### config.mk
export PLATFORM = sky130hd
export DESIGN_NAME = pafm_top
export DESIGN_NICKNAME = d
export VERILOG_FILES = /design/src/shared/pafm_pkg.sv /design/src/shared/pafm_port_if.sv /design/src/hdl/pafm_port_e_mux.sv /design/src/hdl/pafm_lcd_port_mux.sv /design/src/hdl/pafm_top.sv
export SDC_FILE = /design/constraint.sdc
export NUM_CORES = 1
export LEC_CHECK = 0
export BUFFER_PORTS_ARGS = -buffer_cell sky130_fd_sc_hd__buf_2
export CORE_AREA = 2 2 182 184
export DETAILED_ROUTE_END_ITERATION = 16
export DIE_AREA = 0 0 184 186
export GPL_TIMING_DRIVEN = 0
export PLACE_DENSITY_LB_ADDON = 0.12
export SYNTH_ARGS = -nofsm -noshare
export SYNTH_HDL_FRONTEND = slang
export SYNTH_SLANG_ARGS = --single-unit
### constraint.sdc
create_clock -name sys_clk_i -period 2.3 [get_ports sys_clk_i]
set_clock_uncertainty 0.15 [all_clocks]
set_input_delay 0.46 -clock sys_clk_i [delete_from_list [all_inputs] [get_ports sys_clk_i]]
set_output_delay 0.46 -clock sys_clk_i [all_outputs]
set_load 0.1 [all_outputs]
### src/shared/pafm_pkg.sv
// Constants for the port alternate-function multiplexer
package pafm_pkg;
  localparam int ADDR_W = 8;
  localparam int DATA_W = 8;
  localparam int PORT_W = 8;
  localparam int FP_W = 40;
  localparam int BP_W = 4;
  localparam int PWM_W = 3;
  localparam int SYNC_W = 64;
  localparam int SEL_N = 6;
  localparam int SEL_E = 0;
  localparam int SEL_H = 3;
  localparam int SEL_J = 5;
  localparam logic [ADDR_W-1:0] OFF_SEL [SEL_N] =
    '{8'h0c, 8'h11, 8'h13, 8'h15, 8'h17, 8'h19};
  localparam logic [ADDR_W-1:0] OFF_LCD_CTRL = 8'h1e;
  localparam logic [DATA_W-1:0] SEL_RST = 8'h00;
  localparam logic [DATA_W-1:0] LCD_CTRL_RST = 8'h00;
  localparam int LCD_INT_SUPPLY_BIT = 4;
  localparam int PE_CAP1 = 0;
  localparam int PE_CAP2 = 2;
  localparam logic [PORT_W-1:0] PE_ALT_OUT_MASK = 8'hfa;
  localparam logic [FP_W-1:0] FP_IN_ONLY_MASK = 40'h00_0000_ffff;
  localparam logic [FP_W-1:0] FP_PORT_H_MASK = 40'h00_00ff_0000;
  localparam logic [FP_W-1:0] FP_OPEN_DRAIN_MASK = 40'hff_0000_0000;
  localparam logic [PORT_W-1:0] PC_FULL_MASK = 8'hff;
  localparam logic [PORT_W-1:0] PC_REDUCED_MASK = 8'h31;
  localparam int PC_CAP3 = 0;
endpackage

### src/shared/pafm_port_if.sv
// Per-port select, port data and resulting pin drive
`timescale 1ns/1ps
`default_nettype none
interface pafm_port_if #(parameter int W = 8);
  logic [W-1:0] sel;
  logic [W-1:0] dir;
  logic [W-1:0] dout;
  logic [W-1:0] alt;
  logic [W-1:0] oe;
  logic [W-1:0] po;
  modport ctl (output sel, dir, dout, alt, input oe, po);
  modport mux (input sel, dir, dout, alt, output oe, po);
endinterface
`default_nettype wire

### src/hdl/pafm_port_e_mux.sv
// Port E pin function selection, open-drain only
`timescale 1ns/1ps
`default_nettype none
module pafm_port_e_mux
  import pafm_pkg::*;
(
  // Port side
  pafm_port_if.mux p
);
  genvar n;
  generate
    for (n = 0; n < PORT_W; n++)
    begin : g_pin
      // Alternate output pulls low on a zero, captures stay released
      assign p.oe[n] = p.sel[n] ? (PE_ALT_OUT_MASK[n] & ~p.alt[n])
                              : (p.dir[n] & ~p.dout[n]);
      assign p.po[n] = 1'b0;
    end
  endgenerate
endmodule
`default_nettype wire

### src/hdl/pafm_lcd_port_mux.sv
// Ports F to J sharing with the LCD frontplanes
`timescale 1ns/1ps
`default_nettype none
module pafm_lcd_port_mux
  import pafm_pkg::*;
#(
  parameter bit REDUCED_PKG = 1'b0
)
(
  // Port side
  pafm_port_if.mux p
);
  genvar n;
  generate
    for (n = 0; n < FP_W; n++)
    begin : g_pin
      localparam bit IN_ONLY = FP_IN_ONLY_MASK[n];
      localparam bit OPEN_DRAIN = FP_OPEN_DRAIN_MASK[n];
      localparam bit DROPPED = REDUCED_PKG && FP_PORT_H_MASK[n];
      wire od_port = OPEN_DRAIN & ~p.sel[n];
      assign p.oe[n] = DROPPED ? 1'b0 :
                       p.sel[n] ? 1'b1 :
                       IN_ONLY ? 1'b0 :
                       OPEN_DRAIN ? ~p.dout[n] : 1'b1;
      assign p.po[n] = (DROPPED | od_port) ? 1'b0 :
                       (p.sel[n] ? p.alt[n] : p.dout[n]);
    end
  endgenerate
endmodule
`default_nettype wire

### src/hdl/pafm_top.sv
// Pin-sharing logic of ports C to J with register access
`timescale 1ns/1ps
`default_nettype none
module pafm_top
  import pafm_pkg::*;
#(
  parameter bit REDUCED_PKG = 1'b0
)
(
  // Clock, reset, enable
  input wire logic sys_clk_i,
  input wire logic sys_rst_i,
  input wire logic ce_i,
  // Register port
  input wire logic [pafm_pkg::ADDR_W-1:0] reg_addr_i,
  input wire logic [pafm_pkg::DATA_W-1:0] reg_wdata_i,
  input wire logic reg_wr_i,
  input wire logic reg_rd_i,
  output logic [pafm_pkg::DATA_W-1:0] reg_rdata_o,
  // Port E pins and port logic
  input wire logic [pafm_pkg::PORT_W-1:0] port_e_pins_i,
  output logic [pafm_pkg::PORT_W-1:0] port_e_pins_o,
  output logic [pafm_pkg::PORT_W-1:0] port_e_pins_oe_o,
  input wire logic [pafm_pkg::PORT_W-1:0] port_e_dir_i,
  input wire logic [pafm_pkg::PORT_W-1:0] port_e_out_i,
  output logic [pafm_pkg::PORT_W-1:0] port_e_in_o,
  // Timer, clock system and PWM
  input wire logic compare_out_one_i,
  input wire logic compare_out_two_i,
  input wire logic refresh_clk_i,
  input wire logic [pafm_pkg::PWM_W-1:0] pulse_channel_outputs_i,
  output logic capture_in_one_o,
  output logic capture_in_two_o,
  output logic capture_in_three_o,
  // Ports F to J pins, port logic and frontplanes
  input wire logic [pafm_pkg::FP_W-1:0] fp_pins_i,
  output logic [pafm_pkg::FP_W-1:0] fp_pins_o,
  output logic [pafm_pkg::FP_W-1:0] fp_pins_oe_o,
  input wire logic [pafm_pkg::FP_W-1:0] fp_port_out_i,
  output logic [pafm_pkg::FP_W-1:0] fp_port_in_o,
  input wire logic [pafm_pkg::FP_W-1:0] lcd_frontplane_drive_i,
  // LCD backplanes and supply
  input wire logic [pafm_pkg::BP_W-1:0] lcd_backplane_drive_i,
  output logic [pafm_pkg::BP_W-1:0] lcd_backplane_outputs_o,
  output logic lcd_internal_gen_en_o,
  // Tone outputs
  input wire logic tone_level_i,
  input wire logic pacifier_level_i,
  output logic tone_output_o,
  output logic tone_output_oe_o,
  output logic pacifier_tone_output_o,
  // Port C
  input wire logic [pafm_pkg::PORT_W-1:0] port_c_pins_i,
  input wire logic [pafm_pkg::PORT_W-1:0] port_c_dir_i,
  input wire logic [pafm_pkg::PORT_W-1:0] port_c_out_i,
  input wire logic port_c_pullup_en_i,
  output logic [pafm_pkg::PORT_W-1:0] port_c_pins_o,
  output logic [pafm_pkg::PORT_W-1:0] port_c_pins_oe_o,
  output logic [pafm_pkg::PORT_W-1:0] port_c_pullup_o,
  output logic [pafm_pkg::PORT_W-1:0] port_c_in_o,
  // Port D
  input wire logic [pafm_pkg::PORT_W-1:0] port_d_pins_i,
  input wire logic [pafm_pkg::PORT_W-1:0] port_d_dir_i,
  input wire logic [pafm_pkg::PORT_W-1:0] port_d_out_i,
  input wire logic [pafm_pkg::PORT_W-1:0] port_d_adc_sel_i,
  output logic [pafm_pkg::PORT_W-1:0] port_d_pins_o,
  output logic [pafm_pkg::PORT_W-1:0] port_d_pins_oe_o,
  output logic [pafm_pkg::PORT_W-1:0] port_d_in_o,
  output logic [pafm_pkg::PORT_W-1:0] port_d_adc_connect_o
);
  import pafm_pkg::*;

  logic [DATA_W-1:0] sel_reg [SEL_N];
  logic [DATA_W-1:0] lcd_ctrl_reg;
  logic [DATA_W-1:0] rdata_reg;
  logic [SYNC_W-1:0] sync1_reg;
  logic [SYNC_W-1:0] sync2_reg;
  logic [PORT_W-1:0] pe_oe_reg;
  logic [FP_W-1:0] fp_oe_reg;
  logic [FP_W-1:0] fp_po_reg;
  logic [PORT_W-1:0] pc_po_reg;
  logic [PORT_W-1:0] pc_oe_reg;
  logic [PORT_W-1:0] pc_pu_reg;
  logic [PORT_W-1:0] pd_oe_reg;
  logic [PORT_W-1:0] pd_adc_reg;
  logic [BP_W-1:0] bp_reg;
  logic cap1_reg;
  logic cap2_reg;
  logic cap3_reg;
  logic tone_oe_reg;
  logic pac_reg;

  pafm_port_if #(.W(PORT_W)) e_if ();
  pafm_port_if #(.W(FP_W)) fp_if ();

  // Pin synchronisers views
  wire [PORT_W-1:0] pe_sync = sync2_reg[7:0];
  wire [FP_W-1:0] fp_sync = sync2_reg[47:8];
  wire [PORT_W-1:0] pc_sync = sync2_reg[55:48];
  wire [PORT_W-1:0] pd_sync = sync2_reg[63:56];
  wire [SYNC_W-1:0] pins_all =
    {port_d_pins_i, port_c_pins_i, fp_pins_i, port_e_pins_i};

  // Register decode
  wire [SEL_N-1:0] sel_hit;
  wire [SEL_N-1:0] sel_wr;
  wire lcd_hit = reg_addr_i == OFF_LCD_CTRL;
  wire lcd_wr = reg_wr_i & lcd_hit;
  logic [DATA_W-1:0] rd_chain [SEL_N+1];
  wire [DATA_W-1:0] rd_mux =
    rd_chain[SEL_N] | ({DATA_W{lcd_hit}} & lcd_ctrl_reg);
  assign rd_chain[0] = '0;

  genvar i;
  generate
    for (i = 0; i < SEL_N; i++)
    begin : g_sel
      localparam bit GONE = REDUCED_PKG && (i == SEL_H);
      assign sel_hit[i] = (reg_addr_i == OFF_SEL[i]) && !GONE;
      assign sel_wr[i] = reg_wr_i & sel_hit[i];
      assign rd_chain[i+1] =
        rd_chain[i] | ({DATA_W{sel_hit[i]}} & sel_reg[i]);
      always_ff @(posedge sys_clk_i)
      begin
        if (sys_rst_i)
          sel_reg[i] <= SEL_RST;
        else if (ce_i && sel_wr[i])
          sel_reg[i] <= reg_wdata_i;
      end
    end
  endgenerate

  // Port muxes
  assign e_if.sel = sel_reg[SEL_E];
  assign e_if.dir = port_e_dir_i;
  assign e_if.dout = port_e_out_i;
  assign e_if.alt = {pulse_channel_outputs_i, refresh_clk_i,
                     compare_out_two_i, 1'b1, compare_out_one_i, 1'b1};
  assign fp_if.sel = {sel_reg[5], sel_reg[4], sel_reg[3],
                      sel_reg[2], sel_reg[1]};
  assign fp_if.dir = '0;
  assign fp_if.dout = fp_port_out_i;
  assign fp_if.alt = lcd_frontplane_drive_i;

  pafm_port_e_mux u_port_e (
    .p(e_if)
  );

  pafm_lcd_port_mux #(.REDUCED_PKG(REDUCED_PKG)) u_lcd_ports (
    .p(fp_if)
  );

  // Ports C and D
  wire [PORT_W-1:0] pc_keep = REDUCED_PKG ? PC_REDUCED_MASK : PC_FULL_MASK;
  wire [PORT_W-1:0] pc_in_dir = pc_keep & ~port_c_dir_i;
  wire [PORT_W-1:0] pc_pu_next = REDUCED_PKG ? pc_in_dir
    : ({PORT_W{port_c_pullup_en_i}} & pc_in_dir);
  wire [PORT_W-1:0] pd_oe_next = port_d_dir_i & ~port_d_out_i;
  wire [PORT_W-1:0] pd_adc_next =
    REDUCED_PKG ? '0 : port_d_adc_sel_i;

  always_ff @(posedge sys_clk_i)
  begin
    if (sys_rst_i)
    begin
      sync1_reg <= '0;
      sync2_reg <= '0;
    end
    else if (ce_i)
    begin
      sync1_reg <= pins_all;
      sync2_reg <= sync1_reg;
    end
  end

  always_ff @(posedge sys_clk_i)
  begin
    if (sys_rst_i)
    begin
      lcd_ctrl_reg <= LCD_CTRL_RST;
      rdata_reg <= '0;
    end
    else if (ce_i)
    begin
      if (lcd_wr)
        lcd_ctrl_reg <= reg_wdata_i;
      rdata_reg <= reg_rd_i ? rd_mux : '0;
    end
  end

  always_ff @(posedge sys_clk_i)
  begin
    if (sys_rst_i)
    begin
      pe_oe_reg <= '0;
      fp_oe_reg <= '0;
      fp_po_reg <= '0;
      cap1_reg <= 1'b0;
      cap2_reg <= 1'b0;
      cap3_reg <= 1'b0;
    end
    else if (ce_i)
    begin
      pe_oe_reg <= e_if.oe;
      fp_oe_reg <= fp_if.oe;
      fp_po_reg <= fp_if.po;
      cap1_reg <= sel_reg[SEL_E][PE_CAP1] & pe_sync[PE_CAP1];
      cap2_reg <= sel_reg[SEL_E][PE_CAP2] & pe_sync[PE_CAP2];
      cap3_reg <= pc_sync[PC_CAP3];
    end
  end

  always_ff @(posedge sys_clk_i)
  begin
    if (sys_rst_i)
    begin
      pc_po_reg <= '0;
      pc_oe_reg <= '0;
      pc_pu_reg <= '0;
      pd_oe_reg <= '0;
      pd_adc_reg <= '0;
      bp_reg <= '0;
      tone_oe_reg <= 1'b0;
      pac_reg <= 1'b0;
    end
    else if (ce_i)
    begin
      pc_po_reg <= port_c_out_i & pc_keep;
      pc_oe_reg <= port_c_dir_i & pc_keep;
      pc_pu_reg <= pc_pu_next;
      pd_oe_reg <= pd_oe_next;
      pd_adc_reg <= pd_adc_next;
      bp_reg <= lcd_backplane_drive_i;
      tone_oe_reg <= ~tone_level_i;
      pac_reg <= pacifier_level_i;
    end
  end

  // Outputs
  assign reg_rdata_o = rdata_reg;
  assign port_e_pins_o = e_if.po;
  assign port_e_pins_oe_o = pe_oe_reg;
  assign port_e_in_o = pe_sync;
  assign capture_in_one_o = cap1_reg;
  assign capture_in_two_o = cap2_reg;
  assign capture_in_three_o = cap3_reg;
  assign fp_pins_o = fp_po_reg;
  assign fp_pins_oe_o = fp_oe_reg;
  assign fp_port_in_o = fp_sync & FP_IN_ONLY_MASK;
  assign lcd_backplane_outputs_o = bp_reg;
  assign lcd_internal_gen_en_o = lcd_ctrl_reg[LCD_INT_SUPPLY_BIT];
  assign tone_output_o = 1'b0;
  assign tone_output_oe_o = tone_oe_reg;
  assign pacifier_tone_output_o = pac_reg;
  assign port_c_pins_o = pc_po_reg;
  assign port_c_pins_oe_o = pc_oe_reg;
  assign port_c_pullup_o = pc_pu_reg;
  assign port_c_in_o = pc_sync & pc_keep;
  assign port_d_pins_o = '0;
  assign port_d_pins_oe_o = pd_oe_reg;
  assign port_d_in_o = pd_sync;
  assign port_d_adc_connect_o = pd_adc_reg;
endmodule
`default_nettype wire

==> impl_metrics.csv <==
group,metric,value,unit
critical_path,timing.critical_path.required,1.69,ns
global_route,grt_pass1_vias,8899,
floorplan,die_area,0.0342,mm²
cts,numClockSinks,266,
power_and_ir_drop,power.density,844,mW/mm²
floorplan,core-area,0.0322,mm²
placed_design,globalplace.congestion,0.779,
power_and_ir_drop,ir_drop,0.000517,V
critical_path,r2r_end,"reg_rdata_o[5]",
run_status,status,"complete, no violations",
synth,ys.flop_type,"dfxtp_1",
critical_path,max_stage_delay,0.48,ns
critical_path,startpoint_type,"flop",
timing,fin_crit,2.21,ns
critical_path,slowest_stage,"dfxtp_2",
cts,postCtsSetupBuffers,0,
detailed_routing,drtIter0Drc,363,
cts,cts_tree,"yes",
detailed_routing,routed_wl,36.1,mm
critical_path,path_buf_inv,2,
critical_path,r2r_cells,4,
synth,synth_cell_type_count,40,
synth,yosysWarnings,0,
detailed_routing,dr.pass1.iters,5,
flow_run,cap_violations,0,
global_route,grt_max_degree,18,
finish,final_util,47.3,%
finish,fillerInstances,3154,
detailed_routing,wl_per_cell,18.1,µm
floorplan,die_x,184,µm
synth,ys_top_cells_by_area,"dfxtp_1, mux2i_1, edfxtp_1",
placed_design,dpl.hpwl,27.1,mm
timing,rsz0062_at_grt,"false",
finish,stdcell_count,1990,
finish,nNetsFinal,1789,
placed_design,io_buffers,392,
cts,clkLatencyLatePin,0.55,ns
global_route,grt_pass1_wl,52.0,mm
synth,synthCells,1012,
timing,drv_slew,0,
critical_path,rr_startpoint,"sel_reg[2][5]",
timing,maxSlewHeadroom,37.7,%
floorplan,start_util,33.5,%
cts,cts.clk_slew.worst_paths,0.06,ns
cts,cts_max_path_buffers,3,
critical_path,rrSetupSlack,0.68,ns
detailed_routing,drc,0,
placed_design,dp_cells,1852,
finish,area_growth,41.2,%
power_and_ir_drop,p_leak,7.32,nW
critical_path,cp.depth,2,
finish,drive_gt1_share,33.8,%
floorplan,core.rowCount,66,
critical_path,crit_path_end_kind,"primary output",
timing,worst_pin_slew,0.927,ns
global_route,antenna_found_initial,6,
floorplan,ioPinCount,461,
synth,synth_top_area_share,40.5,%
detailed_routing,via_count,9173,
synth,async_flop_share,0,%
cts,cts_root_buffer,"clkbuf_16",
critical_path,critical_path.startpoint,"fp_pins_oe_o[31]",
floorplan,die_h,186,µm
cts,htreeDepth,1,
critical_path,crit_type,"reg2out",
synth,synth_largest_area_cell,"dfxtp_1",
cts,cts_buffers,31,
global_route,grt_util_all_layers,20.0,%
detailed_routing,via_per_inst,4.61,
critical_path,cp_top_family,"buffers and inverters",
timing,fmax,0.453,GHz
critical_path,path_max_fanout,17,
timing,setup_viol,0,
critical_path,crit_end,"fp_pins_oe_o[18]",
detailed_routing,ant_nets,0,
finish,largest_register_ffs,48,
worst_hold_path,hp-class,"in2reg",
synth,synth-seq-cells,266,
synth,syn_avg_cell_area,10.6,µm²
synth,netlist_area,0.0108,mm²
critical_path,arrival,1.60,ns
timing,fin_crit_sh,96.1,%
synth,synth_edf_count,48,
timing,hold_viol,0,
synth,seq_area_frac_synth,53.9,%
critical_path,crit_chain,"buf_4 > buf_2",
global_route,grt_overflow,0,
[metrics by stage]
step / TNS (ns) / setup WS (ns) / area [µm²] / total power, W / hold WS (ns)
3_3_place_gp: -81.19 / -0.629 / 13400 / 0.00788 / 0.299
2_1_floorplan: 0 / 0.0644 / 10900 / 0.00730 / 0.310
6_report: 0 / 0.0907 / 15200 / 0.0128 / 0.0145
3_5_place_dp: -81.76 / -0.619 / 13400 / 0.00790 / 0.298
5_1_grt: 0 / 0.00577 / 15200 / 0.0133 / 0.0161
4_1_cts: 0 / 0.0455 / 15200 / 0.0130 / 0.00205
[layout by cell type (no fill, tap or decap), types with 3 or more instances in the layout]
cell           instances
diode_2                3
buf_1                  4
nand2b_1              28
conb_1                41
nand3_1               11
buf_2                406
a211oi_1              39
o21ai_0                6
dlygate4sd3_1         78
o21bai_1               3
and2_1                50
nor2_1               189
bufinv_16              3
mux2i_1              168
edfxtp_1              48
clkbuf_16             32
clkinv_2               9
nand2_1               17
nor2b_1                6
nand3b_1              16
nor3b_2                3
a311oi_1               8
clkbuf_8               3
mux4_2                 8
o221ai_1               7
a21oi_1               27
buf_4                 57
a222oi_1               7
inv_1                 16
clkbuf_1              47
dfxtp_1              217
[area by class of cell]
type / count / area (µm²) / share of cell area, %
timing repair buffer: 470 / 2740 / 18.0
buffer: 117 / 673 / 4.42
sequential: 266 / 5810 / 38.2
antenna: 3 / 7.51 / 0.0493
tap: 408 / 510 / 3.35
inverter: 16 / 60.1 / 0.395
clock inverter: 15 / 159 / 1.04
multi-input combinational: 653 / 4390 / 28.9
clock buffer: 42 / 868 / 5.70
[routing by layer]
layer	up-vias	GRT usage (%)	wire length, µm
met5	-	0	21
met4	4	5.63	875
met3	61	5.22	2730
met2	318	33.8	17000
met1	4292	25.2	15500
li1	4498	-	-
[cell families (layout without fill, tap and decap cells)]
logic type             Yosys count  count (layout)  synth area share, %
multiplexers                   176             176                 17.3
buffers and inverters          133             660                 6.79
flip-flops                     266             266                 53.9
other                            1              44               0.0348
AND/OR/NAND/NOR                334             334                 15.3
AO/OA/AOI/OAI                  102             102                 6.71
[repair_timing]
| item | in CTS | in global routing |
|---|---|---|
| pin swaps | 0 | 0 |
| endpoints found under the hold margin | 75 | 0 |
| endpoints found under the setup margin | 40 | 8 |
| hold buffers | 78 | 0 |
| resized for setup | 2 | 1 |
[cells in the mapped netlist, types with 11 or more instances]
library cell,instances
a211oi_1,39
buf_2,14
inv_1,16
nand2_1,17
edfxtp_1,48
mux2i_1,168
and2_1,50
clkbuf_1,41
nor2_1,189
a21oi_1,27
buf_4,57
nand2b_1,28
nand3_1,11
dfxtp_1,218
nand3b_1,16
[tightest hold or removal path, stage by stage]
cell	delay, ns
buf_2	0.08
mux2i_1	0.06
nor2_1	0.08
[power breakdown]
| group | total (W) | internal (W) | switching [W] |
|---|---|---|---|
| combinational | 0.00275 | 0.000661 | 0.00209 |
| clock | 0.00495 | 0.00297 | 0.00198 |
| sequential | 0.00515 | 0.00498 | 0.000164 |
| total | 0.0128 | 0.00861 | 0.00424 |
[worst min-delay path by stage]
stage                     depth (start not counted)  slack [ns]                   to              from
after floorplan                                   2        0.31         sync1_reg[0]      sync1_reg[0]
after global placement                            2        0.30       reg_rdata_o[6]    reg_rdata_o[6]
after detailed placement                          2        0.30       reg_rdata_o[4]    reg_rdata_o[4]
after CTS                                         3       0.002  port_d_pins_oe_o[4]   port_d_out_i[4]
after global routing                              3        0.02  port_d_pins_oe_o[4]   port_d_out_i[4]
final                                             3        0.01        sync1_reg[60]  port_d_pins_i[4]
No activity file was read; power rests on OpenSTA's default activity.
